$ cat config.mk
export PLATFORM = sky130hd
export DESIGN_NAME = gmd_decoder
export DESIGN_NICKNAME = d
export VERILOG_FILES = /design/src/verilog/gmd_pkg.sv /design/src/verilog/gmd_decoder.sv
export VERILOG_INCLUDE_DIRS = /design/src /design/src/verilog
export SDC_FILE = /design/constraint.sdc
export NUM_CORES = 1
export LEC_CHECK = 0
export BUFFER_PORTS_ARGS = -buffer_cell sky130_fd_sc_hd__clkbuf_2
export CORE_ASPECT_RATIO = 1.4
export CORE_MARGIN = 10
export CORE_UTILIZATION = 56
export DETAILED_ROUTE_END_ITERATION = 16
export GPL_TIMING_DRIVEN = 0
export PLACE_DENSITY = 0.86
export SLEW_MARGIN = 20
export SYNTH_ARGS = -nofsm -noshare
export SYNTH_HDL_FRONTEND = slang
export SYNTH_SLANG_ARGS = --single-unit
export TNS_END_PERCENT = 30
$ cat constraint.sdc
create_clock -name pclk -period 6.7 [get_ports pclk]
set_clock_uncertainty 0.2 [all_clocks]
set_input_delay 1.34 -clock pclk [delete_from_list [all_inputs] [get_ports pclk]]
set_output_delay 1.34 -clock pclk [all_outputs]
set_load 0.01 [all_outputs]
$ cat src/verilog/gmd_defs.svh
// Constants for the graphics and move opcode decoder
`ifndef GMD_DEFS_SVH
`define GMD_DEFS_SVH
// Register byte offsets
`define GMD_OFS_CTRL   12'h000
`define GMD_OFS_STAT   12'h004
`define GMD_OFS_LAST   12'h008
// Control field positions and reset
`define GMD_CTRL_EN    0
`define GMD_CTRL_CLR   1
`define GMD_CTRL_RST   1'b1
// Minimum cycle counts
`define GMD_CYC_ONE    6'h01
`define GMD_CYC_THREE  6'h03
`define GMD_CYC_FOUR   6'h04
`define GMD_CYC_SIX    6'h06
// Instruction lengths in words
`define GMD_W1         3'h1
`define GMD_W2         3'h2
`define GMD_W3         3'h3
`define GMD_W5         3'h5
// Flag update masks, bits N C Z V from high to low
`define GMD_FLG_NONE   4'h0
`define GMD_FLG_STATUS_FLAGS   4'hF
`define GMD_FLG_V      4'h1
`define GMD_FLG_NZ     4'hA
`endif

$ cat src/verilog/gmd_pkg.sv
// Types shared by the graphics and move opcode decoder
package gmd_pkg;
    // Instruction kinds recognised by the decoder
    typedef enum logic [4:0] {
        GMD_ILLEGAL,
        GMD_XY_ADD,
        GMD_XY_SUBTRACT,
        GMD_XY_COMPARE,
        GMD_POINT_WINDOW_COMPARE,
        GMD_XY_TO_LINEAR_CONVERT,
        GMD_X_HALF_MOVE,
        GMD_Y_HALF_MOVE,
        GMD_DRAW_AND_ADVANCE,
        GMD_FILL_LINEAR,
        GMD_FILL_XY,
        GMD_LINE_DRAW,
        GMD_PIXEL_BLOCK_TRANSFER,
        GMD_SINGLE_PIXEL_TRANSFER,
        GMD_BYTE_MOVE,
        GMD_REG_MOVE,
        GMD_FIELD_MOVE
    } gmd_kind_t;

    // Result of decoding one opcode word
    typedef struct packed {
        gmd_kind_t   kind;
        logic [3:0]  mode;
        logic [2:0]  words;
        logic [5:0]  cycles;
        logic        varcyc;
        logic [3:0]  upd;
        logic        vclr;
        logic        src_low;
    } gmd_dec_t;
endpackage : gmd_pkg
$ cat src/verilog/gmd_decoder.sv
// Graphics and move instruction opcode decoder with APB status port
//
// Overview of operation
// - Extract register, file, field, constant, cross, draw fields.
// - 1110000 decodes xy_add, one word, status_flags.
// - 1110001 decodes xy_subtract, one cycle, status_flags.
// - 1110010 decodes xy_compare, three cycles, status_flags.
// - 1110011 point_window_compare, one cycle, V only.
// - 1110100 xy_to_linear_convert, three cycles, no flags.
// - 1110110/111 x_half_move, y_half_move, no flags.
// - Fill linear C0, fill XY E0; XY updates V.
// - Block transfer codes 00..A0; XY destination updates V.
// - Pixel transfer mode bits; XY destination updates V.
// - Indirect read four cycles, XY read six.
// - Variable graphics cycles flagged, not fixed count.
// - One-word byte moves; loads update N Z, clear V.
// - Offset byte moves two words, offset-offset three.
// - Absolute byte moves three words, abs-abs five.
// - Register move, M crosses files, N Z, clear V.
// - Field move modes and directions, F selects size.
// - Field moves with displacement, two or three words.
// - Absolute field moves, three or five words.
// - Variable move cycles flagged, depend on field alignment.
`timescale 1ns/1ps
`include "gmd_defs.svh"

module gmd_decoder (
    // Clock and reset
    input  wire logic                pclk,
    input  wire logic                presetn,
    // APB slave
    input  wire logic                psel,
    input  wire logic                penable,
    input  wire logic                pwrite,
    input  wire logic [11:0]         paddr,
    input  wire logic [31:0]         pwdata,
    output logic      [31:0]         prdata,
    output logic                     pready,
    output logic                     pslverr,
    // Instruction word stream from fetch
    input  wire logic                word_valid,
    input  wire logic [15:0]         word_data,
    output logic                     word_ready,
    // Decoded opcode toward execution
    output logic                     dec_valid,
    output gmd_pkg::gmd_kind_t       dec_kind,
    output logic      [3:0]          dec_mode,
    output logic      [3:0]          dec_src,
    output logic      [3:0]          dec_dst,
    output logic                     dec_rfile,
    output logic                     dec_field_sel,
    output logic      [4:0]          dec_const,
    output logic                     dec_cross,
    output logic                     dec_draw_opt,
    output logic      [2:0]          dec_words,
    output logic      [5:0]          dec_min_cycles,
    output logic                     dec_variable,
    output logic      [3:0]          dec_flag_upd,
    output logic                     dec_v_clear,
    output logic                     dec_illegal,
    // Extension words toward execution
    output logic                     ext_valid,
    output logic      [15:0]         ext_data,
    output logic      [2:0]          ext_index
);
    import gmd_pkg::*;

    // Software state
    logic             enable_r;     // Decoder accepts words
    logic [15:0]      dec_cnt_r;    // Opcodes decoded
    logic [15:0]      ill_cnt_r;    // Illegal opcodes seen
    logic [15:0]      last_op_r;    // Most recent opcode
    // Sequencing state
    logic [2:0]       ext_left_r;   // Extension words still owed
    logic [2:0]       ext_left_nxt;
    gmd_dec_t         dec_now;      // Decode of incoming word
    logic             take;         // Word accepted this cycle
    logic             is_opcode;    // Accepted word is an opcode
    logic             apb_wr;
    logic             apb_rd;
    logic             clr_cnt;

    // Fill a decode record
    function automatic gmd_dec_t mk(input gmd_kind_t k, input logic [3:0] m,
                                    input logic [2:0] w, input logic [5:0] c,
                                    input logic v, input logic [3:0] u,
                                    input logic vc);
        gmd_dec_t d;
        d.kind    = k;
        d.mode    = m;
        d.words   = w;
        d.cycles  = c;
        d.varcyc  = v;
        d.upd     = u;
        d.vclr    = vc;
        d.src_low = 1'b0;
        return d;
    endfunction : mk

    // Opcode table; unmatched patterns fall to illegal
    function automatic gmd_dec_t decode(input logic [15:0] op);
        gmd_dec_t d;
        logic     ld;
        d  = mk(GMD_ILLEGAL, 4'h0, `GMD_W1, `GMD_CYC_ONE, 1'b0,
                `GMD_FLG_NONE, 1'b0);
        ld = 1'b0;
        // XY arithmetic and half moves
        if (op[15:12] == 4'hE)
        begin
            case (op[11:9])
                3'h0: d = mk(GMD_XY_ADD, 4'h0, `GMD_W1, `GMD_CYC_ONE,
                             1'b0, `GMD_FLG_STATUS_FLAGS, 1'b0);
                3'h1: d = mk(GMD_XY_SUBTRACT, 4'h0, `GMD_W1, `GMD_CYC_ONE,
                             1'b0, `GMD_FLG_STATUS_FLAGS, 1'b0);
                3'h2: d = mk(GMD_XY_COMPARE, 4'h0, `GMD_W1, `GMD_CYC_THREE,
                             1'b0, `GMD_FLG_STATUS_FLAGS, 1'b0);
                3'h3: d = mk(GMD_POINT_WINDOW_COMPARE, 4'h0, `GMD_W1,
                             `GMD_CYC_ONE, 1'b0, `GMD_FLG_V, 1'b0);
                3'h4: d = mk(GMD_XY_TO_LINEAR_CONVERT, 4'h0, `GMD_W1,
                             `GMD_CYC_THREE, 1'b0, `GMD_FLG_NONE, 1'b0);
                3'h6: d = mk(GMD_X_HALF_MOVE, 4'h0, `GMD_W1, `GMD_CYC_ONE,
                             1'b0, `GMD_FLG_NONE, 1'b0);
                3'h7: d = mk(GMD_Y_HALF_MOVE, 4'h0, `GMD_W1, `GMD_CYC_ONE,
                             1'b0, `GMD_FLG_NONE, 1'b0);
                default: ;
            endcase
        end
        // Single pixel transfers and draw; mode is op[11:9]
        else if (op[15:12] == 4'hF)
        begin
            case (op[11:9])
                3'h3: d = mk(GMD_DRAW_AND_ADVANCE, 4'h0, `GMD_W1,
                             `GMD_CYC_ONE, 1'b1, `GMD_FLG_V, 1'b0);
                3'h5: d = mk(GMD_SINGLE_PIXEL_TRANSFER, {1'b0, op[11:9]},
                             `GMD_W1, `GMD_CYC_FOUR, 1'b0,
                             `GMD_FLG_NONE, 1'b0);
                3'h1: d = mk(GMD_SINGLE_PIXEL_TRANSFER, {1'b0, op[11:9]},
                             `GMD_W1, `GMD_CYC_SIX, 1'b0,
                             `GMD_FLG_NONE, 1'b0);
                3'h0, 3'h2: d = mk(GMD_SINGLE_PIXEL_TRANSFER,
                             {1'b0, op[11:9]}, `GMD_W1, `GMD_CYC_ONE,
                             1'b1, `GMD_FLG_V, 1'b0);
                3'h4, 3'h6: d = mk(GMD_SINGLE_PIXEL_TRANSFER,
                             {1'b0, op[11:9]}, `GMD_W1, `GMD_CYC_ONE,
                             1'b1, `GMD_FLG_NONE, 1'b0);
                default: ;
            endcase
        end
        // Fills and block transfers share one upper byte
        else if (op[15:8] == 8'h0F && op[4:0] == 5'h00)
        begin
            case (op[7:5])
                3'h6: d = mk(GMD_FILL_LINEAR, 4'h0, `GMD_W1, `GMD_CYC_ONE,
                             1'b1, `GMD_FLG_NONE, 1'b0);
                3'h7: d = mk(GMD_FILL_XY, 4'h0, `GMD_W1, `GMD_CYC_ONE,
                             1'b1, `GMD_FLG_V, 1'b0);
                // Odd codes carry an XY destination
                default: d = mk(GMD_PIXEL_BLOCK_TRANSFER, {1'b0, op[7:5]},
                             `GMD_W1, `GMD_CYC_ONE, 1'b1,
                             op[5] ? `GMD_FLG_V : `GMD_FLG_NONE, 1'b0);
            endcase
        end
        // Line draw, draw option in bit 7
        else if (op[15:8] == 8'hDF && op[6:0] == 7'h1A)
            d = mk(GMD_LINE_DRAW, 4'h0, `GMD_W1, `GMD_CYC_ONE, 1'b1,
                   `GMD_FLG_V, 1'b0);
        // Register to register move
        else if (op[15:10] == 6'h13)
            d = mk(GMD_REG_MOVE, 4'h0, `GMD_W1, `GMD_CYC_ONE, 1'b0,
                   `GMD_FLG_NZ, 1'b1);
        // Byte moves, indirect and offset forms; op[9] = load
        else if (op[11:10] == 2'h3 && (op[15:12] == 4'h8 || op[15:12] == 4'hA))
        begin
            ld = op[9];
            d  = mk(GMD_BYTE_MOVE, {2'h0, op[13], op[9]},
                    op[13] ? `GMD_W2 : `GMD_W1, `GMD_CYC_ONE, 1'b1,
                    ld ? `GMD_FLG_NZ : `GMD_FLG_NONE, ld);
        end
        else if (op[15:9] == 7'h4E)
            d = mk(GMD_BYTE_MOVE, 4'h4, `GMD_W1, `GMD_CYC_ONE, 1'b1,
                   `GMD_FLG_NONE, 1'b0);
        else if (op[15:9] == 7'h5E)
            d = mk(GMD_BYTE_MOVE, 4'h5, `GMD_W3, `GMD_CYC_ONE, 1'b1,
                   `GMD_FLG_NONE, 1'b0);
        // Absolute byte moves
        else if (op[15:5] == 11'h02F)
        begin
            d = mk(GMD_BYTE_MOVE, 4'h6, `GMD_W3, `GMD_CYC_ONE, 1'b1,
                   `GMD_FLG_NONE, 1'b0);
            d.src_low = 1'b1;
        end
        else if (op[15:5] == 11'h03F)
            d = mk(GMD_BYTE_MOVE, 4'h7, `GMD_W3, `GMD_CYC_ONE, 1'b1,
                   `GMD_FLG_NZ, 1'b1);
        else if (op == 16'h0340)
            d = mk(GMD_BYTE_MOVE, 4'h8, `GMD_W5, `GMD_CYC_ONE, 1'b1,
                   `GMD_FLG_NONE, 1'b0);
        // One-word field moves: 8 plain, 9 post-inc, A pre-dec
        else if ((op[15:12] == 4'h8 || op[15:12] == 4'h9 || op[15:12] == 4'hA)
                 && op[11:10] != 2'h3)
        begin
            ld = (op[11:10] == 2'h1);
            d  = mk(GMD_FIELD_MOVE, {op[13:12], op[11:10]}, `GMD_W1,
                    `GMD_CYC_ONE, 1'b1, ld ? `GMD_FLG_NZ : `GMD_FLG_NONE,
                    ld);
        end
        // Field moves with displacement
        else if (op[15:12] == 4'hB && op[11:10] != 2'h3)
        begin
            ld = (op[11:10] == 2'h1);
            d  = mk(GMD_FIELD_MOVE, {2'h3, op[11:10]},
                    op[11] ? `GMD_W3 : `GMD_W2, `GMD_CYC_ONE, 1'b1,
                    ld ? `GMD_FLG_NZ : `GMD_FLG_NONE, ld);
        end
        else if (op[15:10] == 6'h34)
            d = mk(GMD_FIELD_MOVE, 4'hC, `GMD_W2, `GMD_CYC_ONE, 1'b1,
                   `GMD_FLG_NONE, 1'b0);
        // Absolute field moves
        else if (op[15:10] == 6'h01 && op[8] && op[7:5] == 3'h4)
        begin
            d = mk(GMD_FIELD_MOVE, 4'hD, `GMD_W3, `GMD_CYC_ONE, 1'b1,
                   `GMD_FLG_NONE, 1'b0);
            d.src_low = 1'b1;
        end
        else if (op[15:10] == 6'h01 && op[8] && op[7:5] == 3'h5)
            d = mk(GMD_FIELD_MOVE, 4'hE, `GMD_W3, `GMD_CYC_ONE, 1'b1,
                   `GMD_FLG_NZ, 1'b1);
        else if (op[15:10] == 6'h01 && op[8] && op[7:0] == 8'hC0)
            d = mk(GMD_FIELD_MOVE, 4'hF, `GMD_W5, `GMD_CYC_ONE, 1'b1,
                   `GMD_FLG_NONE, 1'b0);
        else if (op[15:10] == 6'h35 && !op[8] && op[7:5] == 3'h0)
            d = mk(GMD_FIELD_MOVE, 4'hB, `GMD_W3, `GMD_CYC_ONE, 1'b1,
                   `GMD_FLG_NONE, 1'b0);
        return d;
    endfunction : decode

    // Stream handshake; stall when software disables the decoder
    assign word_ready = enable_r;
    assign take       = word_valid && enable_r;
    assign is_opcode  = (ext_left_r == 3'h0);
    assign dec_now    = decode(word_data);

    // Extension word countdown
    always_comb
    begin
        ext_left_nxt = ext_left_r;
        if (take)
        begin
            if (is_opcode)
                ext_left_nxt = dec_now.words - `GMD_W1;
            else
                ext_left_nxt = ext_left_r - 3'h1;
        end
    end

    always_ff @(posedge pclk or negedge presetn)
    begin
        if (!presetn)
            ext_left_r <= 3'h0;
        else
            ext_left_r <= ext_left_nxt;
    end

    // Decoded outputs, one pulse per opcode
    always_ff @(posedge pclk or negedge presetn)
    begin
        if (!presetn)
        begin
            dec_valid      <= 1'b0;
            dec_kind       <= GMD_ILLEGAL;
            dec_mode       <= 4'h0;
            dec_src        <= 4'h0;
            dec_dst        <= 4'h0;
            dec_rfile      <= 1'b0;
            dec_field_sel  <= 1'b0;
            dec_const      <= 5'h00;
            dec_cross      <= 1'b0;
            dec_draw_opt   <= 1'b0;
            dec_words      <= 3'h0;
            dec_min_cycles <= 6'h00;
            dec_variable   <= 1'b0;
            dec_flag_upd   <= 4'h0;
            dec_v_clear    <= 1'b0;
            dec_illegal    <= 1'b0;
        end
        else
        begin
            dec_valid <= take && is_opcode;
            if (take && is_opcode)
            begin
                dec_kind       <= dec_now.kind;
                dec_mode       <= dec_now.mode;
                // Absolute stores carry the source in the low nibble
                dec_src        <= dec_now.src_low ? word_data[3:0]
                                                  : word_data[8:5];
                dec_dst        <= word_data[3:0];
                dec_rfile      <= word_data[4];
                dec_field_sel  <= word_data[9];
                dec_const      <= word_data[9:5];
                dec_cross      <= word_data[9];
                dec_draw_opt   <= word_data[7];
                dec_words      <= dec_now.words;
                dec_min_cycles <= dec_now.cycles;
                dec_variable   <= dec_now.varcyc;
                dec_flag_upd   <= dec_now.upd;
                dec_v_clear    <= dec_now.vclr;
                dec_illegal    <= (dec_now.kind == GMD_ILLEGAL);
            end
        end
    end

    // Extension words pass through with their position
    always_ff @(posedge pclk or negedge presetn)
    begin
        if (!presetn)
        begin
            ext_valid <= 1'b0;
            ext_data  <= 16'h0000;
            ext_index <= 3'h0;
        end
        else
        begin
            ext_valid <= take && !is_opcode;
            if (take && is_opcode)
                ext_index <= 3'h0;
            else if (take)
            begin
                ext_data  <= word_data;
                ext_index <= ext_index + 3'h1;
            end
        end
    end

    // APB decode; zero wait states
    assign apb_wr  = psel && penable && pwrite;
    assign apb_rd  = psel && !pwrite;
    assign pready  = 1'b1;
    assign clr_cnt = apb_wr && paddr == `GMD_OFS_CTRL && pwdata[`GMD_CTRL_CLR];

    // Unmapped address answers with an error
    always_comb
    begin
        prdata  = 32'h0000_0000;
        pslverr = 1'b0;
        case (paddr)
            `GMD_OFS_CTRL: prdata = {31'h0, enable_r};
            `GMD_OFS_STAT: prdata = {ill_cnt_r, dec_cnt_r};
            `GMD_OFS_LAST: prdata = {11'h000, dec_kind, last_op_r};
            default:       pslverr = psel && penable;
        endcase
        if (!apb_rd)
            prdata = 32'h0000_0000;
    end

    // Enable bit; clear bit is self-clearing
    always_ff @(posedge pclk or negedge presetn)
    begin
        if (!presetn)
            enable_r <= `GMD_CTRL_RST;
        else if (apb_wr && paddr == `GMD_OFS_CTRL)
            enable_r <= pwdata[`GMD_CTRL_EN];
    end

    // Counters; a decode in the clearing cycle still counts
    always_ff @(posedge pclk or negedge presetn)
    begin
        if (!presetn)
        begin
            dec_cnt_r <= 16'h0000;
            ill_cnt_r <= 16'h0000;
            last_op_r <= 16'h0000;
        end
        else
        begin
            if (take && is_opcode)
                last_op_r <= word_data;
            if (take && is_opcode)
                dec_cnt_r <= clr_cnt ? 16'h0001 : dec_cnt_r + 16'h0001;
            else if (clr_cnt)
                dec_cnt_r <= 16'h0000;
            if (take && is_opcode && dec_now.kind == GMD_ILLEGAL)
                ill_cnt_r <= clr_cnt ? 16'h0001 : ill_cnt_r + 16'h0001;
            else if (clr_cnt)
                ill_cnt_r <= 16'h0000;
        end
    end
endmodule : gmd_decoder

==> flow_summary.toml, run 1 <==
[run_status]
status = "finished clean"

[synthesis]
ys_top_cells_by_area = "dfrtp_1 (44%), nand2_1 (9.9%), nor2_1 (3.7%), o21ai_0 (3.5%), and3_1 (3.3%)"
synthAdderAreaFrac_pct = 0.909
synth-simple-area-share_pct = 29.4
netlist_area_um2 = 5510
synth-seq-area-share_pct = 44.6
synth_edf_count = 0
synth_mux_area_share_pct = 1.32
avgSynthCellArea_um2 = 8.41
yosysWarnings = 0
synth_common_cells = "nand2_1 (145), dfrtp_1 (97), nor2_1 (54), o21ai_0 (39), clkbuf_1 (34)"
synth_top_cell_by_area = "dfrtp_1"
synth_seq_cells = 98
synth-async-reset-ratio_pct = 100
synth_top_area_share_pct = 44.1
synth-xor-area-share_pct = 2.86
yosysUniqueCellTypes = 64
yosysMostFrequentCell = "nand2_1"
synth_top_family_by_area = "simple AND/OR/NAND/NOR gates"
synth_compound_area_share_pct = 15.3
synthFlopType = "dfrtp_1"
syn_inst = 655

[clock_network]
clkLatencyLatePin_ps = 350
postCtsSetupBuffers = 0
postCtsHoldBufs = 0
cts_inserted_buffers = 9
clock-root-buffer = "clkbuf_16"
clockBufferDepth = 2
cts_tree = "built"
ctsResizeCount = 0
htree_levels = 3
clk_pin_slew_ps = 70
cts_sinks = 98

[critical_path]
required_ps = 5160
cp_max_fo = 10
cp-startpoint = "paddr[1]"
cp-end-kind = "output pin"
arrival_ps = 3610
r2r-end = "ill_cnt_r[14]"
reg2reg_from = "ext_left_r[1]"
critical_path_class = "in2out"
reg2reg_depth = 8
r2r_slack_ps = 2980
critPathLaunchType = "primary input"

[floorplan]
initial_core_util_pct = 57.9
core-area_um2 = 9510
die_area_um2 = 14300
die-height_um = 137
die_x_um = 104
rows = 42
top_level_ports = 164

[worst_hold_path]
hold_end = "dec_flag_upd[0]"
worstHoldPathType = "reg2reg"
whs_path_depth = 2
worstHoldStart = "dec_flag_upd[0]"

[final_layout]
seqCellArea_um2 = 2450
n_antenna_cell = 0
fin_area_um2 = 6640
area_growth_syn_to_layout_pct = 20.6
multi_input_area_um2 = 2750
final_util_pct = 69.8
nFillCells = 788
layoutNonFillerInstCount = 931
drive_gt1_share_pct = 21.5
nNetsFinal = 864

[timing]
min_period_ps = 5150
rsz0062_at_grt = "no"
worst_slew_pin_slew_ps = 836
final_hold_viol_count = 0
final-setup-viol-count = 0
slew_violations = 0
fin_crit_sh_pct = 76.9
fmax_mhz = 194
relSlewSlack_pct = 43.8
setup_tns_ps = 0

[global_route]
grtUsageMet3_pct = 4.68
grt_pass1_wl_mm = 30.1
gr-usage-met1_pct = 29.6
met2_usage_pct = 45.7
grt_max_degree = 59
grt-ovfl-total = 0
grt_use_total_pct = 26.1
grt_pass1_vias = 5649
top_usage_layer = "met2"
antenna_found_initial = 0

[placement]
dp_hpwl_mm = 14.5
place_inst = 915
io_buffer_count = 125
place_area_um2 = 6340
routabilityCongestion = 0.980

[route]
drtIter0Drc = 385
antenna_left = 0
first_pass_iters = 5
wirelength_mm = 18.9
via_per_inst = 6.00
drc = 0
wl_per_cell_um = 20.3
num_vias = 5588

[power]
worst_ir_drop_vdd_uv = 130
power_leakage_nw = 3.36
p_per_area_nw_per_um2 = 184

[job]
drv_cap = 0
[cell families after synthesis]
| group | Yosys count |
|---|---|
| adder cells (fa/ha/maj) | 4 |
| flip-flops | 98 |
| AO/OA/AOI/OAI | 132 |
| XOR/XNOR | 18 |
| AND/OR/NAND/NOR | 330 |
| other | 2 |
| buffers and inverters | 64 |
| multiplexers | 7 |
[placed cells by master, fill, tap and decap left out, types with 5 or more instances in the layout]
master     count
nor3_1        12
clkbuf_1      34
nand4_1        5
o31ai_1       11
nand2_1      145
nor2_1        54
a22oi_1       21
buf_4         15
a21o_1         5
nand3_1       21
o21ai_0       39
dfrtp_1       97
inv_1          9
or4_1         14
a21oi_1       26
clkbuf_16      9
mux2i_1        5
clkbuf_2     124
and3_1        29
xor2_1        14
nand2b_1      12
[per-stage QoR]
stage	hold WS, ps	setup WS (ps)	total power [mW]
6_report	278	1550	1.22
4_1_cts	276	1570	1.22
3_3_place_gp	256	1670	0.690
3_5_place_dp	262	1590	0.694
5_1_grt	304	1360	1.26
2_1_floorplan	247	2490	0.644
[per-layer routing]
metal | vias up | share of wire, %
li1 | 2557 | -
met1 | 2678 | 38
met2 | 290 | 50
met3 | 63 | 6.3
met4 | 0 | 4.9
met5 | - | 0
[how the worst max path moves through the flow]
stage                 endpoint  slack [ps]
floorplan           prdata[12]        2490
global placement     prdata[1]        1670
detailed placement   prdata[1]        1590
CTS                  prdata[1]        1570
global route         prdata[9]        1360
finish               prdata[9]        1550
[final cells by class]
class | instances | share of cell area (%)
Tap cell | 132 | 2.49
Clock inverter | 7 | 1.13
Timing Repair Buffer | 126 | 9.97
Buffer | 55 | 4.11
Sequential cell | 98 | 37.0
Clock buffer | 9 | 3.39
Inverter | 9 | 0.509
Multi-Input combinational cell | 495 | 41.5
[where the power goes]
group | switching [mW] | internal, mW | total, mW
Sequential | 0.000696 | 0.592 | 0.593
Clock | 0.242 | 0.294 | 0.535
Combinational | 0.0640 | 0.0264 | 0.0903
[state kept, by name (all words and copies together), names as in the netlist, 3 cells and up]
| register | flops |
|---|---|
| dec_dst | 3 |
| dec_src | 4 |
| dec_words | 3 |
| ext_index | 3 |
| dec_const | 4 |
| ext_left_r | 3 |
| dec_min_cycles | 3 |
| dec_mode | 4 |
| ext_data | 16 |
| dec_flag_upd | 3 |
| dec_kind | 5 |
| last_op_r | 9 |
| ill_cnt_r | 16 |
| dec_cnt_r | 16 |
[worst max-delay path, cell delays in order]
cell and delay [ps]:
clkbuf_2 80, nor4_1 260, nand3_1 200, nor3b_1 650
o21ai_0 420, clkbuf_1 320, nor2_1 190, clkbuf_2 160
Note: power is estimated with default switching activity, not from simulation.
==> inputs of run 2 (changes only) <==
CORE_UTILIZATION = 47   (was 56)
PLACE_DENSITY = 0.77   (was 0.86)
clock period = 4.4 ns   (was 6.7 ns; I/O delays follow)
==> flow_summary.toml, run 2 (synthesis results as in run 1) <==
[critical_path]
reg2reg_depth = 8
cp-end-kind = "output pin"
critPathLaunchType = "primary input"
r2r-end = "ill_cnt_r[14]"
crit_buf_inv = 3
crit_path_frequent_cell = "clkbuf_2"
reg2reg_from = "ext_left_r[1]"
cp_cell_sequence = "clkbuf_2 > nor4_1 > nand3_1 > nor3b_1 > o21ai_0 > clkbuf_1 > nor2_1 > clkbuf_2"
crit_path_top_delay_cell = "nor3b_1"
cp_max_fo = 10
max_stage_delay_ps = 710
required_ps = 3320
r2r_slack_ps = 720
crit_family = "simple AND/OR/NAND/NOR gates"
arrival_ps = 3310
critical_path_class = "in2out"

[power]
p_int_mw = 1.35
power.switching_uw = 471
pwr-share-clk_pct = 42.6
p_per_area_nw_per_um2 = 274
worst_ir_drop_vdd_uv = 170
power_leakage_nw = 3.36
comb_power_share_pct = 7.7
seq_power_share_pct = 49.6
switching_share_pct = 25.9

[route]
wirelength_mm = 19.9
num_vias = 5514
antenna_left = 0
via_per_inst = 5.85
drc = 0
first_pass_iters = 5
drtIter0Drc = 379
wl_per_cell_um = 21.1

[final_layout]
final_cell_mix = "nand2_1 (145), clkbuf_2 (125), dfrtp_1 (97)"
fin_area_um2 = 6640
n_antenna_cell = 0
mostFrequentLayoutCell = "nand2_1"
area_growth_syn_to_layout_pct = 20.7
drive_gt1_share_pct = 21.7
nNetsFinal = 864
largestRegisters = "dec_cnt_r: 16 flops, ext_data: 16 flops, ill_cnt_r: 16 flops"

[timing]
final-setup-viol-count = 0
final_hold_viol_count = 0
worst_slew_pin_slew_ps = 958
rsz0062_at_grt = "no"
hold_ws_ps = 135
slew_violations = 0
relSlewSlack_pct = 35.6
fin_crit_sh_pct = 99.7
fmax_mhz = 228
min_period_ps = 4390

[floorplan]
die_area_um2 = 16500
core-area_um2 = 11400
top_level_ports = 164
initial_core_util_pct = 48.3
rows = 46
die-height_um = 148
die_x_um = 111

[global_route]
grt-ovfl-total = 0
grt_use_total_pct = 23.8
antenna_found_initial = 0
grt_pass1_wl_mm = 31.6
grt_pass1_vias = 5695
grt_max_degree = 95

[clock_network]
postCtsHoldBufs = 0
clk_pin_slew_ps = 70
clockBufferDepth = 2
ctsResizeCount = 0
clock-root-buffer = "clkbuf_16"
postCtsSetupBuffers = 0
cts_tree = "built"
cts_sinks = 98
cts_inserted_buffers = 9
htree_levels = 3
clkLatencyLatePin_ps = 350

[placement]
place_area_um2 = 6350
routabilityCongestion = 0.970
io_buffer_count = 125
dp_hpwl_mm = 15.3

[worst_hold_path]
worstHoldPathType = "in2async"

[run_status]
status = "finished clean"

[job]
drv_cap = 0
-- run 2: cell count changes in the layout (fill, tap and decap cells not counted) --
cell	previous run	this run
inv_6	4	2
bufinv_16	1	0
clkbuf_1	34	33
clkbuf_2	124	125
clkbuf_8	1	2
clkinv_4	0	1
inv_8	0	1
o21ai_0	39	38
o21ai_1	1	2
-- run 2: worst max path at each step --
stage                        from       endpoint  slack [ps]  depth (start not counted)
detailed placement   word_data[9]   ill_cnt_r[7]        -190                         10
finish                   paddr[1]      prdata[1]          10                          8
global placement     word_data[9]   ill_cnt_r[8]        -280                         10
CTS                      paddr[1]      prdata[1]         140                          8
global route             paddr[1]      prdata[5]          30                          8
floorplan           word_data[13]  ill_cnt_r[12]         870                          7
-- run 2: power groups by stage --
stage               logic [mW]  clock network (mW)  registers, mW
global placement         0.135                   0          0.920
global route             0.153               0.824          0.903
floorplan               0.0599                   0          0.921
CTS                      0.139               0.785          0.903
finish                   0.141               0.776          0.903
detailed placement       0.139                   0          0.920
-- run 2: area by class of cell --
type	instances	area [um^2]
fillers	1067	4750
multi-input cells	495	2750
repair buffers	126	662
flip-flops and latches	98	2450
clock buffers	10	239
clock inverters	6	47.5
inverters	9	33.8
plain buffers	55	274
well taps	144	180
-- run 2: worst register-to-register path, stage by stage (launching register included) --
cell and delay [ps]:
dfrtp_1 420, nor3_1 800, nand2_1 440, a311o_1 480, or3_1 390, buf_2 170
buf_6 150, nor4_1 320, mux2i_1 220
-- run 2: stage by stage --
stage | cells | power (mW) | util [%] | setup TNS (ps) | setup slack, ps
after floorplan | 657 | 0.981 | - | 0 | 872
after CTS | 943 | 1.83 | 58.3 | 0 | 141
final | 943 | 1.82 | 58.3 | 0 | 14.0
after detailed placement | 927 | 1.06 | 55.8 | -1560 | -186
after global routing | 943 | 1.88 | 58.3 | 0 | 25.7
after global placement | 926 | 1.06 | 55.4 | -2380 | -284
-- run 2: per-layer routing --
layer / track usage (%) / share of wire, % / vias up
met5: 0 / 0 / -
met4: 11.5 / 4.5 / 0
met3: 5.07 / 5.7 / 52
met2: 41.9 / 52 / 208
met1: 26.5 / 38 / 2687
li1: - / - / 2567
==> inputs of run 3 (changes only) <==
CORE_UTILIZATION = 56   (was 47)
PLACE_DENSITY = 0.86   (was 0.77)
RECOVER_POWER = 50   (was default)
TNS_END_PERCENT = default   (was 30)
clock period = 5.2 ns   (was 4.4 ns; I/O delays follow)
==> flow_summary.toml, run 3 (synthesis results as in run 1) <==
[critical_path]
reg2reg_from = "ext_left_r[1]"
critical_path_class = "in2out"
critPathLaunchType = "primary input"
crit_path_top_delay_cell = "nor3b_1"
crit_family = "simple AND/OR/NAND/NOR gates"
cp_max_fo = 10
max_stage_delay_ps = 700
crit_buf_inv = 3
crit_path_frequent_cell = "clkbuf_2"
cp-startpoint = "paddr[1]"
cp-end-kind = "output pin"
arrival_ps = 3370
cp_cell_sequence = "clkbuf_2 > nor4_1 > nand3_1 > nor3b_1 > o21ai_0 > clkbuf_1 > nor2_1 > clkbuf_2"
required_ps = 3960

[timing]
hold_ws_ps = 277
setup_tns_ps = 0
slew_violations = 42
relSlewSlack_pct = -44.6
final-setup-viol-count = 0
worst_slew_pin_slew_ps = 2170
fmax_mhz = 217
rsz0062_at_grt = "no"
min_period_ps = 4610
final_hold_viol_count = 0
fin_crit_sh_pct = 88.6

[clock_network]
postCtsSetupBuffers = 0
clockBufferDepth = 2
cts_tree = "built"
clk_pin_slew_ps = 70
cts_sinks = 98
ctsResizeCount = 0
clock-root-buffer = "clkbuf_16"
htree_levels = 3
postCtsHoldBufs = 0
clkLatencyLatePin_ps = 350
cts_inserted_buffers = 9

[global_route]
grt-ovfl-total = 0
grt_pass1_wl_mm = 30.1
antenna_found_initial = 0
grt_use_total_pct = 26.1
grt_max_degree = 59
grt_pass1_vias = 5649

[final_layout]
area_growth_syn_to_layout_pct = 19.0
largestRegisters = "dec_cnt_r: 16 flops, ext_data: 16 flops, ill_cnt_r: 16 flops"
nFillCells = 825
drive_gt1_share_pct = 15.8
mostFrequentLayoutCell = "nand2_1"
n_antenna_cell = 0
final_cell_mix = "nand2_1 (145), dfrtp_1 (97), clkbuf_1 (80), clkbuf_2 (80), nor2_1 (54)"
nNetsFinal = 864

[route]
wirelength_mm = 19.0
antenna_left = 0
num_vias = 5594
first_pass_iters = 8
via_per_inst = 6.01
drc = 0
drtIter0Drc = 401
wl_per_cell_um = 20.4

[floorplan]
top_level_ports = 164
initial_core_util_pct = 57.9
die-height_um = 137
die_x_um = 104
rows = 42
die_area_um2 = 14300
core-area_um2 = 9510

[placement]
io_buffer_count = 125
routabilityCongestion = 0.980
dp_hpwl_mm = 14.5

[run_status]
status = "finished, violations left"
violations = "capacitance limit, slew limit"

[power]
power_leakage_nw = 3.19
worst_ir_drop_vdd_uv = 169
p_per_area_nw_per_um2 = 239

[job]
drv_cap = 1

[worst_hold_path]
worstHoldStart = "dec_flag_upd[0]"
worstHoldPathType = "reg2reg"
## run 3: cell count changes in the layout (fill, tap and decap cells not counted), sizes merged
cell,delta
buf,-1
bufinv,+1
clkinv,-1
inv,+1
## run 3: metrics by stage
step	total power, mW	area, um^2	instances	setup slack [ps]	util, %
final	1.57	6550	931	593	68.9
after global routing	1.62	6550	931	461	68.9
after CTS	1.57	6640	931	674	69.8
after detailed placement	0.894	6340	915	597	66.7
after global placement	0.889	6300	914	616	66.3
after floorplan	0.830	5510	657	1510	-
## run 3: layout make-up
cell class / count / area, um^2 / share of cell area [%]
clock inverters: 7 / 75.1 / 1.15
clock buffers: 9 / 225 / 3.44
well taps: 132 / 165 / 2.52
flip-flops and latches: 98 / 2450 / 37.5
plain buffers: 55 / 273 / 4.16
inverters: 9 / 33.8 / 0.516
repair buffers: 126 / 573 / 8.75
multi-input cells: 495 / 2750 / 42.0
## run 3: worst paths after layout
kind	end	slack, ps	depth (start not counted)
setup / recovery	prdata[9]	590	8
hold / removal	dec_flag_upd[0]	280	2
min in group asynchronous	ill_cnt_r[7]	1110	1
hold reg to reg	dec_flag_upd[0]	280	2
setup reg to reg	ill_cnt_r[14]	1440	8
max in group asynchronous	dec_cnt_r[1]	1310	2
## run 3: tightest hold or removal path: cells and delay by family, from the launching register on
kind,cells,cell delay [ps]
flip-flops,1,340
AND/OR/NAND/NOR,2,100
## run 3: layer usage
| layer | wire (um) | up-vias | global-route usage (%) |
|---|---|---|---|
| li1 | - | 2558 | - |
| met1 | 7220 | 2695 | 29.6 |
| met2 | 9590 | 278 | 45.7 |
| met3 | 1220 | 63 | 4.68 |
| met4 | 933 | 0 | 14.6 |
| met5 | 0 | - | 0 |
## run 3: power breakdown
group          switching (mW)  leakage [nW]  total (mW)  internal [mW]
clock network           0.311         0.151       0.690          0.379
registers            0.000886          1.36       0.764          0.763
logic                  0.0825          1.68       0.113         0.0310
total                   0.395          3.19        1.57           1.17
